### src/design/canmc_pkg.sv
package canmc_pkg;
   // Word offsets on the bus
   localparam logic [3:0] ADDR_CONTROL = 4'h0;
   localparam logic [3:0] ADDR_STATUS = 4'h4;
   localparam logic [3:0] ADDR_MODESEL = 4'h8;
   localparam logic [3:0] ADDR_IRQ_STAT = 4'hC;
   localparam logic [3:0] ADDR_IRQ_MASK = 4'h0;
   localparam logic [7:0] OFF_IRQ_MASK = 8'h10;
   localparam logic [7:0] OFF_CONTROL = 8'h00;
   localparam logic [7:0] OFF_STATUS = 8'h04;
   localparam logic [7:0] OFF_MODESEL = 8'h08;
   localparam logic [7:0] OFF_IRQ_STAT = 8'h0C;
   localparam logic [7:0] OFF_PRIO_EN = 8'h14;
   // Control field positions
   localparam int REQ_LSB = 5;
   localparam int ABORT_BIT = 4;
   localparam int WIN_LSB = 1;
   // Reset values
   localparam logic [7:0] CONTROL_RST = 8'h80;
   localparam logic [2:0] CUR_MODE_RST = 3'h4;
   localparam logic [1:0] FMODE_RST = 2'h0;
   // Event bit positions: err, tx_buffer_two, tx_buffer_one, tx_buffer_zero, rx_buffer_one, rx_buffer_zero, wake, prog0..5
   localparam int NEV = 13;
   localparam int EV_ERR = 0;
   localparam int EV_TX2 = 1;
   localparam int EV_TX1 = 2;
   localparam int EV_TX0 = 3;
   localparam int EV_RX1 = 4;
   localparam int EV_RX0 = 5;
   localparam int EV_WAKE = 6;
   localparam int EV_PROG = 7;
   localparam int NPROG = 6;

   typedef enum logic [2:0] {
      CANMC_NORMAL = 3'h0,
      CANMC_DISABLE = 3'h1,
      CANMC_LOOPBACK = 3'h2,
      CANMC_LISTEN = 3'h3,
      CANMC_CONFIG = 3'h4
   } canmc_mode_t;

   typedef enum logic [1:0] {
      CANMC_LEGACY = 2'h0,
      CANMC_ENH = 2'h1,
      CANMC_FIFO = 2'h2,
      CANMC_RSVD = 2'h3
   } canmc_fmode_t;

   // Legacy 3-bit codes
   localparam logic [2:0] LC_NONE = 3'h0;
   localparam logic [2:0] LC_ERR = 3'h1;
   localparam logic [2:0] LC_TX2 = 3'h2;
   localparam logic [2:0] LC_TX1 = 3'h3;
   localparam logic [2:0] LC_TX0 = 3'h4;
   localparam logic [2:0] LC_RX1 = 3'h5;
   localparam logic [2:0] LC_RX0 = 3'h6;
   localparam logic [2:0] LC_WAKE = 3'h7;
   // Enhanced 5-bit codes
   localparam logic [4:0] EC_NONE = 5'h00;
   localparam logic [4:0] EC_ERR = 5'h02;
   localparam logic [4:0] EC_TX2 = 5'h04;
   localparam logic [4:0] EC_TX1 = 5'h06;
   localparam logic [4:0] EC_TX0 = 5'h08;
   localparam logic [4:0] EC_WAKE = 5'h0E;
   localparam logic [4:0] EC_RX0 = 5'h10;
   localparam logic [4:0] EC_RX1 = 5'h11;
   localparam logic [4:0] EC_PROG0 = 5'h12;

   typedef struct packed {
      logic cyc;
      logic stb;
      logic we;
      logic [7:0] adr;
      logic [3:0] sel;
      logic [31:0] dat;
   } canmc_wb_req_t;
endpackage

### src/design/canmc_ctrl.sv
// Local design decisions: the register addresses and register access over Wishbone.
`timescale 1ns/100ps
// Function
// - Request 1xx config, 011 listen, 010 loopback, 001 disable, 000 normal.
// - Current mode reports 100/011/010/001/000; codes 101..111 never appear.
// - Configuration mode entered only once the bus is idle.
// - Other modes take effect immediately, status follows promptly.
// - Abort-all bit 4 aborts pending transmissions in every transmit buffer.
// - Legacy window select bits 3-1 map buffers; bit 0 reads zero.
// - FIFO mode bits 3-0 give read pointer; enhanced legacy bits 4-0 zero.
// - Highest-priority pending source code lands in status bits 3-1 or 4-0.
// - Legacy codes: none, error, tx2, tx1, tx0, rx1, rx0 as 000..110.
// - Legacy wake-up interrupt reports code 111.
// - Enhanced five-bit codes: error, tx, wake, rx, programmable buffers.
// - FIFO mode: programmable buffer as receiver reports code 10000.
// - Legacy interrupt codes share the window select encoding.
// - Functional mode select: 00 legacy, 01 enhanced, 10 FIFO, 11 reserved.
module canmc_ctrl
   import canmc_pkg::*;
(
   input wire logic sys_clk_i,
   input wire logic nrst_i,
   input wire logic wb_cyc_i,
   input wire logic wb_stb_i,
   input wire logic wb_we_i,
   input wire logic [7:0] wb_adr_i,
   input wire logic [3:0] wb_sel_i,
   input wire logic [31:0] wb_dat_i,
   output logic [31:0] wb_dat_o,
   output logic wb_ack_o,
   output logic wb_err_o,
   input wire logic bus_idle_i,
   input wire logic [NEV-1:0] event_i,
   input wire logic [NPROG-1:0] prog_is_rx_i,
   input wire logic [3:0] fifo_ptr_i,
   output logic [2:0] current_op_mode_o,
   output logic abort_all_tx_o,
   output logic [4:0] window_select_o,
   output logic [1:0] functional_mode_select_o,
   output logic irq_o
);
   canmc_wb_req_t req;
   logic bus_idle_m;
   logic bus_idle_s;
   logic [7:0] controller_control;
   logic [1:0] functional_mode_select;
   logic [2:0] current_op_mode;
   logic [NEV-1:0] irq_status;
   logic [NEV-1:0] irq_mask;
   logic [NEV-1:0] prio_en;
   logic [NEV-1:0] pending;
   logic [2:0] next_legacy_code;
   logic [4:0] next_ext_code;
   logic [7:0] status_view;
   logic [7:0] control_view;
   logic wr_ok;
   logic rd_ok;
   logic hit;
   logic [31:0] next_rdata;
   logic [2:0] req_mode;

   assign req = '{cyc: wb_cyc_i, stb: wb_stb_i, we: wb_we_i, adr: wb_adr_i,
                  sel: wb_sel_i, dat: wb_dat_i};
   assign hit = (req.adr == OFF_CONTROL) || (req.adr == OFF_STATUS) ||
                (req.adr == OFF_MODESEL) || (req.adr == OFF_IRQ_STAT) ||
                (req.adr == OFF_IRQ_MASK) || (req.adr == OFF_PRIO_EN);
   // Writes land on the edge where the master samples ack high
   assign wr_ok = req.cyc && req.stb && req.we && hit && wb_ack_o &&
                  req.sel[0];
   // Ack only once per request; the master drops stb after our ack
   assign rd_ok = req.cyc && req.stb && !wb_ack_o;

   // Idle level comes from the protocol engine, resynchronised anyway
   always_ff @(posedge sys_clk_i or negedge nrst_i) begin
      if (!nrst_i) begin
         bus_idle_m <= 1'b0;
         bus_idle_s <= 1'b0;
      end else begin
         bus_idle_m <= bus_idle_i;
         bus_idle_s <= bus_idle_m;
      end
   end

   // Control register; abort bit is software owned
   always_ff @(posedge sys_clk_i or negedge nrst_i) begin
      if (!nrst_i) begin
         controller_control <= CONTROL_RST;
      end else if (wr_ok && req.adr == OFF_CONTROL) begin
         controller_control <= req.dat[7:0];
      end
   end

   // Mode select only changes while in configuration mode
   always_ff @(posedge sys_clk_i or negedge nrst_i) begin
      if (!nrst_i) begin
         functional_mode_select <= FMODE_RST;
      end else if (wr_ok && req.adr == OFF_MODESEL &&
                   current_op_mode == CANMC_CONFIG) begin
         functional_mode_select <= req.dat[1:0];
      end
   end

   assign req_mode = controller_control[REQ_LSB +: 3];

   // Mode tracking
   always_ff @(posedge sys_clk_i or negedge nrst_i) begin
      if (!nrst_i) begin
         current_op_mode <= CUR_MODE_RST;
      end else if (req_mode[2]) begin
         // Config waits for bus idle so no frame is cut
         if (bus_idle_s) begin
            current_op_mode <= CANMC_CONFIG;
         end
      end else begin
         current_op_mode <= req_mode;
      end
   end

   // Sticky events: set wins over write-one clear
   always_ff @(posedge sys_clk_i or negedge nrst_i) begin
      if (!nrst_i) begin
         irq_status <= '0;
      end else if (wr_ok && req.adr == OFF_IRQ_STAT) begin
         irq_status <= (irq_status & ~req.dat[NEV-1:0]) | event_i;
      end else begin
         irq_status <= irq_status | event_i;
      end
   end

   always_ff @(posedge sys_clk_i or negedge nrst_i) begin
      if (!nrst_i) begin
         irq_mask <= '0;
      end else if (wr_ok && req.adr == OFF_IRQ_MASK) begin
         irq_mask <= req.dat[NEV-1:0];
      end
   end

   // Which pending sources are eligible for the source code
   always_ff @(posedge sys_clk_i or negedge nrst_i) begin
      if (!nrst_i) begin
         prio_en <= '0;
      end else if (wr_ok && req.adr == OFF_PRIO_EN) begin
         prio_en <= req.dat[NEV-1:0];
      end
   end

   assign pending = irq_status & prio_en;

   // Priority: error first, then tx2, tx1, tx0, rx1, rx0, wake, prog
   always_comb begin
      next_legacy_code = LC_NONE;
      if (pending[EV_ERR]) begin
         next_legacy_code = LC_ERR;
      end else if (pending[EV_TX2]) begin
         next_legacy_code = LC_TX2;
      end else if (pending[EV_TX1]) begin
         next_legacy_code = LC_TX1;
      end else if (pending[EV_TX0]) begin
         next_legacy_code = LC_TX0;
      end else if (pending[EV_RX1]) begin
         next_legacy_code = LC_RX1;
      end else if (pending[EV_RX0]) begin
         next_legacy_code = LC_RX0;
      end else if (pending[EV_WAKE]) begin
         next_legacy_code = LC_WAKE;
      end
   end

   always_comb begin
      next_ext_code = EC_NONE;
      for (int i = NPROG - 1; i >= 0; i--) begin
         if (pending[EV_PROG + i]) begin
            // FIFO mode folds receive buffers into one code
            if (functional_mode_select == CANMC_FIFO && prog_is_rx_i[i]) begin
               next_ext_code = EC_RX0;
            end else begin
               next_ext_code = EC_PROG0 + 5'(i);
            end
         end
      end
      if (pending[EV_WAKE]) begin
         next_ext_code = EC_WAKE;
      end
      if (pending[EV_RX0]) begin
         next_ext_code = EC_RX0;
      end
      if (pending[EV_RX1]) begin
         next_ext_code = EC_RX1;
      end
      if (pending[EV_TX0]) begin
         next_ext_code = EC_TX0;
      end
      if (pending[EV_TX1]) begin
         next_ext_code = EC_TX1;
      end
      if (pending[EV_TX2]) begin
         next_ext_code = EC_TX2;
      end
      if (pending[EV_ERR]) begin
         next_ext_code = EC_ERR;
      end
   end

   // Status view: code bits depend on functional mode
   always_comb begin
      status_view = {current_op_mode, 5'h00};
      if (functional_mode_select == CANMC_LEGACY) begin
         status_view[3:1] = next_legacy_code;
      end else if (functional_mode_select != CANMC_RSVD) begin
         status_view[4:0] = next_ext_code;
      end
   end

   // Control view: low bits are window, pointer or zero
   always_comb begin
      control_view = {controller_control[7:4], 4'h0};
      unique case (functional_mode_select)
         CANMC_LEGACY: control_view[3:1] = controller_control[3:1];
         CANMC_FIFO: control_view[3:0] = fifo_ptr_i;
         default: control_view[4:0] = 5'h00;
      endcase
   end

   always_comb begin
      next_rdata = 32'h0000_0000;
      unique case (req.adr)
         OFF_CONTROL: next_rdata[7:0] = control_view;
         OFF_STATUS: next_rdata[7:0] = status_view;
         OFF_MODESEL: next_rdata[1:0] = functional_mode_select;
         OFF_IRQ_STAT: next_rdata[NEV-1:0] = irq_status;
         OFF_IRQ_MASK: next_rdata[NEV-1:0] = irq_mask;
         OFF_PRIO_EN: next_rdata[NEV-1:0] = prio_en;
         default: next_rdata = 32'h0000_0000;
      endcase
   end

   // One wait state: ack or err the cycle after the request appears
   always_ff @(posedge sys_clk_i or negedge nrst_i) begin
      if (!nrst_i) begin
         wb_ack_o <= 1'b0;
         wb_err_o <= 1'b0;
         wb_dat_o <= 32'h0000_0000;
      end else begin
         wb_ack_o <= rd_ok && hit;
         wb_err_o <= rd_ok && !hit;
         wb_dat_o <= next_rdata;
      end
   end

   // Registered outputs to the rest of the controller
   always_ff @(posedge sys_clk_i or negedge nrst_i) begin
      if (!nrst_i) begin
         current_op_mode_o <= CUR_MODE_RST;
         abort_all_tx_o <= 1'b0;
         window_select_o <= 5'h00;
         functional_mode_select_o <= FMODE_RST;
         irq_o <= 1'b0;
      end else begin
         current_op_mode_o <= current_op_mode;
         abort_all_tx_o <= controller_control[ABORT_BIT];
         window_select_o <= {2'h0, controller_control[3:1]};
         functional_mode_select_o <= functional_mode_select;
         irq_o <= |(irq_status & irq_mask);
      end
   end
endmodule // canmc_ctrl

### config.mk
export PLATFORM = sky130hd
export DESIGN_NAME = canmc_ctrl
export DESIGN_NICKNAME = d
export VERILOG_FILES = /design/src/design/canmc_pkg.sv /design/src/design/canmc_ctrl.sv
export SDC_FILE = /design/constraint.sdc
export NUM_CORES = 1
export LEC_CHECK = 0
export BUFFER_PORTS_ARGS = -buffer_cell sky130_fd_sc_hd__buf_2
export CORE_MARGIN = 2
export CORE_UTILIZATION = 35
export CTS_CLUSTER_SIZE = 20
export DETAILED_ROUTE_END_ITERATION = 7
export SETUP_SLACK_MARGIN = 0.2
export SLEW_MARGIN = 20
export SYNTH_ARGS = -nofsm -noshare
export SYNTH_HDL_FRONTEND = slang
export SYNTH_SLANG_ARGS = --single-unit
export TNS_END_PERCENT = 5
### constraint.sdc
create_clock -name sys_clk_i -period 2.91 [get_ports sys_clk_i]
set_input_delay 0.4365 -clock sys_clk_i [delete_from_list [all_inputs] [get_ports sys_clk_i]]
set_output_delay 0.4365 -clock sys_clk_i [all_outputs]
set_load 0.02 [all_outputs]
; Yosys cells after proc, flatten, opt, wreduce, memory -nomap -nowiden
; Cells that the tools add are included.
[word_totals]
reg_bits = 79
inputBits = 73
elab_cells = 101
[op_classes]
n_eq_ne = 9
muxes = 39
bitwise_logic = 6
reduce_logical = 31
[op_table]
columns = op, count
row1 = $mux 5, 14
row2 = $mux 3, 14
row3 = $and 13x13->13, 3
row4 = $pmux 6 s5, 1
row5 = $or 13x13->13, 2
row6 = $logic_and 1x1->1, 20
row7 = $eq 8x4->1 const B, 2
row8 = $eq 8x5->1 const B, 2
row9 = $pmux 5 s3, 1
row10 = $mux 13, 1
row11 = $not 13->13, 1
row12 = $reduce_or 13->1, 1
row13 = $pmux 2 s6, 1
row14 = $eq 8x3->1 const B, 1
row15 = $logic_not 8->1, 1
row16 = $pmux 3 s2, 1
row17 = $logic_or 1x1->1, 5
row18 = $mux 1, 4
row19 = $mux 2, 2
row20 = $ne 2x2->1 const B, 2
row21 = $eq 3x3->1 const B, 1
row22 = $eq 2x2->1 const B, 1
row23 = $logic_not 1->1, 2
row24 = $logic_not 2->1, 1
row25 = $reduce_or 2->1, 1

; Longest topological paths before layout
[depth]
word_depth = 19
mapped_depth = 7

; Worst setup path after synthesis
; Ideal clock, no wire load.
[synth_path]
kind = input port to flip-flop
from = in wb_adr_i[5]
to = reg irq_mask[10]
setup_ps = 125
arrival_time_ps = 1689
slack_ps = 1096
stages = 5
n_path_buf = 1
path_cell_list = nor3_4 -> nand2_4 -> nor4_4 -> buf_8 -> mux2_4
[synth_between]
elab_chain_cells = 10
elab_cells_between_ends = 15
classes_between = 5 x eq/ne / 10 x reduce/logical
[synth_rtl]
columns = element, line
row1 = "start, declared", canmc_ctrl.sv:26  ; input wire logic [7:0] wb_adr_i,
row2 = $eq 8x3->1 / $logic_not 8->1 (equally long branches), canmc_ctrl.sv:64  ; assign hit = (req.adr == OFF_CONTROL) || (req.adr == OFF_STATUS) ||
row3 = $logic_or 1x1->1 (2 in series), canmc_ctrl.sv:64
row4 = $logic_or 1x1->1 (2 in series), canmc_ctrl.sv:65  ; (req.adr == OFF_MODESEL) || (req.adr == OFF_IRQ_STAT) ||
row5 = $logic_or 1x1->1, canmc_ctrl.sv:66  ; (req.adr == OFF_IRQ_MASK) || (req.adr == OFF_PRIO_EN);
row6 = $logic_and 1x1->1 (3 in series), canmc_ctrl.sv:68  ; assign wr_ok = req.cyc && req.stb && req.we && hit && wb_ack_o &&
row7 = $logic_and 1x1->1 *, canmc_ctrl.sv:133  ; end else if (wr_ok && req.adr == OFF_IRQ_MASK) begin
row8 = "end signal, assigned", canmc_ctrl.sv:134  ; irq_mask <= req.dat[NEV-1:0];
row9 = "end, declared", canmc_ctrl.sv:49  ; logic [NEV-1:0] irq_mask;
; Mark *: on every way between the ends. The rest lies on a longest branch, timed or not.
; A chain may end at the register's enable or synchronous reset.

; Worst setup path in the final report
[layout_path]
from = reg functional_mode_select[1]
to = reg wb_dat_o[1]
[layout_between]
elab_chain_cells = 19
elab_cells_between_ends = 28
classes_between = 2 x eq/ne / 21 x mux / 5 x reduce/logical
[layout_rtl]
columns = element, line
row1 = "start, declared", canmc_ctrl.sv:46  ; logic [1:0] functional_mode_select;
row2 = "start signal, assigned", canmc_ctrl.sv:99  ; functional_mode_select <= req.dat[1:0];
row3 = $eq 2x2->1, "canmc_ctrl.sv:174, canmc_ctrl.sv:217"
row4 = $logic_and 1x1->1, canmc_ctrl.sv:174  ; if (functional_mode_select == CANMC_FIFO && prog_is_rx_i[i]) begin
row5 = $mux 3, canmc_ctrl.sv:174
row6 = $mux 5 (6 in series), canmc_ctrl.sv:172  ; if (pending[EV_PROG + i]) begin
row7 = $mux 5, canmc_ctrl.sv:181  ; if (pending[EV_WAKE]) begin
row8 = $mux 5, canmc_ctrl.sv:184  ; if (pending[EV_RX0]) begin
row9 = $mux 5, canmc_ctrl.sv:187  ; if (pending[EV_RX1]) begin
row10 = $mux 5, canmc_ctrl.sv:190  ; if (pending[EV_TX0]) begin
row11 = $mux 5, canmc_ctrl.sv:193  ; if (pending[EV_TX1]) begin
row12 = $mux 5, canmc_ctrl.sv:196  ; if (pending[EV_TX2]) begin
row13 = $mux 5, canmc_ctrl.sv:199  ; if (pending[EV_ERR]) begin
row14 = $mux 5, canmc_ctrl.sv:209  ; end else if (functional_mode_select != CANMC_RSVD) begin
row15 = $mux 3, canmc_ctrl.sv:207  ; if (functional_mode_select == CANMC_LEGACY) begin
row16 = $pmux 2 s6 *, canmc_ctrl.sv:226  ; unique case (req.adr)
row17 = via next_rdata[1], canmc_ctrl.sv:59  ; logic [31:0] next_rdata;
row18 = "end signal, assigned", canmc_ctrl.sv:246  ; wb_dat_o <= next_rdata;
row19 = "end, declared", canmc_ctrl.sv:29  ; output logic [31:0] wb_dat_o,
; The timed path passes the listed nets; every way through them passes the cells marked *.

==> impl_metrics.ini <==
[status]
status = complete, no violations

[floorplan]
start_util = 0.360
num_rows = 38
ioPinCount = 119
die_y_um = 110
coreArea_sq_um = 10900
die_area_sq_um = 12100
die_w_um = 110

[worst_setup_path]
startpoint = functional_mode_select[1]
reg2reg_to = wb_dat_o[1]
rr_startpoint = functional_mode_select[1]
crit_end = wb_dat_o[1]
arrival_ps = 2230
critPathRequiredTime_ps = 3140
worstPathMaxFanout = 13
rrSetupSlack_ps = 910
endpoint_kind = flip-flop
path_class = reg -> reg
worstSetupStartpointType = flip-flop
worstRegToRegCells = 4

[yosys]
synth_warnings = 0
yosysTopAreaCell = dfrtp_1
synthDominantCellAreaShare = 0.479
synth_cell_types = 55
synth_common_cells = dfrtp_1, nand2_1, buf_4
ys_top_cells_by_area = dfrtp_1, mux2_4, mux2_2
synth_edf_count = 0
syn_avg_cell_area_sq_um = 11.9
netlist_instances = 329
async_reset_ff_frac = 1.00
netlist_area_sq_um = 3920
synth.most_common_cell = dfrtp_1
ys_ff_latch = 78
synthFlopType = dfrtp_1
yosysSeqAreaShare = 0.499

[clock_network]
cts_buffers = 9
clkSinkCount = 78
htree_levels = 3
cts_root_buf = clkbuf_8
post_cts_resized = 0
post-cts-setup-buffer-count = 0
cts_tree = built
holdBufCountCts = 0
clk_pin_slew_ps = 80
clk_latency_ps = 360
cts_buffer_depth = 2

[route]
wl_met3_um = 504
top_layer_used = met4
first_iter_violations = 152
num_vias = 2831
wl_mm = 9.49
drt-pass1-iter-count = 4
viasPerCell = 5.12
wl_met1_mm = 4.22
wl_met2_mm = 4.60
wl_per_cell_um = 17.2
drtAntennaViolNets = 0
drc_errors = 0

[final_layout]
area_growth_pct = 16.3
antenna_cells = 0
nets = 481
final_layout_size_suffix_gt1_frac = 0.368
fin_cells = 553
fillers = 1049
final_area_sq_um = 4550

[timing]
period_minus_slack_ps = 2000
finalCritPeriodShare = 0.688
hold_violations = 0
slew_headroom = 0.368
fin_skew_ps = 10.1
tightest_slew_ps = 948
finalMaxSlewViolations = 0
hold-worst-slack_ps = 188
rsz0062_at_grt = no
finalSetupTns_ps = 0
setup_viol_count_final = 0
clock.fmax_mhz = 499

[power_and_ir_drop]
power_mw = 2.04
powerDensity_nw_per_um2 = 447
peakVddDrop_uv = 218
p_leak_nw = 2.20

[global_routing]
grt_pass1_vias = 2725
grt_overflow = 0
grt_pass1_wl_mm = 14.7
grt_max_degree = 79
grt_usage = 0.165
antenna_found_initial = 0

[placed_design]
place_congestion = 0.850
placed_area_sq_um = 4350
dp_hpwl_mm = 7.04
port_buffers = 75
dpl.cell_count = 537

[job]
drv_cap = 0

[worst_hold_path]
hold_class = in -> reg
[placed cells by master (no fill, tap or decap), types with 2 or more instances in the layout]
| master | netlist | routed |
|---|---|---|
| dfrtp_1 | 75 | 75 |
| buf_2 | 5 | 74 |
| nand2_1 | 45 | 45 |
| conb_1 | 1 | 21 |
| mux2_4 | 20 | 20 |
| mux2_2 | 19 | 19 |
| a21o_1 | 13 | 13 |
| mux2i_1 | 12 | 12 |
| nor2_1 | 11 | 11 |
| clkbuf_8 | 0 | 10 |
| nand3_1 | 9 | 9 |
| a21oi_1 | 9 | 9 |
| o21ai_0 | 8 | 8 |
| buf_4 | 22 | 7 |
| a22o_1 | 6 | 6 |
| a22oi_1 | 5 | 5 |
| inv_1 | 4 | 4 |
| nor3_1 | 3 | 3 |
| mux4_2 | 3 | 3 |
| a21boi_0 | 3 | 3 |
| nand2b_1 | 3 | 3 |
| a221oi_1 | 3 | 3 |
| and3_1 | 3 | 3 |
| o31ai_1 | 3 | 3 |
| dfstp_2 | 3 | 3 |
| and3b_1 | 2 | 2 |
| o2111ai_1 | 2 | 2 |
| o41ai_1 | 2 | 2 |
| a211oi_1 | 2 | 2 |
| o22ai_1 | 2 | 2 |
| nor4_4 | 2 | 2 |
| clkinvlp_4 | 0 | 2 |
[critical path, stage by stage (launching register included)]
cell      delay, ps
dfrtp_1         560
or2_2           380
o311ai_1        340
and4b_1         250
o31ai_1         350
[where the power goes]
part	switching [mW]	total (mW)	internal, mW
clock	0.401	0.821	0.420
sequential	0.00111	1.09	1.09
combinational	0.0900	0.128	0.0376
[sequential cells by signal, indices dropped and copies added, names as in the netlist, 2 cells and up]
| signal | count |
|---|---|
| current_op_mode | 3 |
| wb_dat_o | 13 |
| current_op_mode_o | 3 |
| window_select_o | 3 |
| irq_mask | 13 |
| functional_mode_select | 2 |
| prio_en | 13 |
| irq_status | 13 |
| functional_mode_select_o | 2 |
| controller_control | 7 |
[metal layers]
| metal | global-route usage | vias to the layer above |
|---|---|---|
| met1 | 0.218 | 1422 |
| met3 | 0.0320 | 11 |
| met2 | 0.268 | 83 |
| met4 | 0.0642 | 0 |
| li1 | - | 1315 |
| met5 | 0 | - |
[cell families after synthesis]
logic type	after synthesis	share of synthesized area
compound gates	68	0.127
flops	78	0.499
other cells	1	0.000958
simple gates	91	0.130
mux	54	0.179
buf+inv	37	0.0639
[cell type report]
| class | instances | area [sq um] | share of cell area |
|---|---|---|---|
| clock inverter | 5 | 58.8 | 0.0129 |
| multi-input combinational | 234 | 1790 | 0.392 |
| tap | 140 | 175 | 0.0385 |
| sequential | 78 | 1960 | 0.429 |
| inverter | 4 | 15.0 | 0.00330 |
| clock buffer | 11 | 141 | 0.0310 |
| timing repair buffer | 81 | 423 | 0.0929 |
[worst min path at each step]
stage	startpoint	endpoint	slack, ps	cells after the start
floorplan	nrst_i	abort_all_tx_o	140	0
global placement	bus_idle_m	bus_idle_s	340	0
detailed placement	bus_idle_m	bus_idle_s	340	0
CTS	bus_idle_i	bus_idle_m	170	1
global route	bus_idle_i	bus_idle_m	180	1
finish	bus_idle_i	bus_idle_m	190	1
[through the flow]
step | worst slack, ps | utilization
2_1_floorplan | 1100 | -
4_1_cts | 897 | 0.418
5_1_grt | 762 | 0.418
3_5_place_dp | 705 | 0.400
3_3_place_gp | 739 | 0.400
6_report | 907 | 0.418
(Power assumes the default switching activity.)
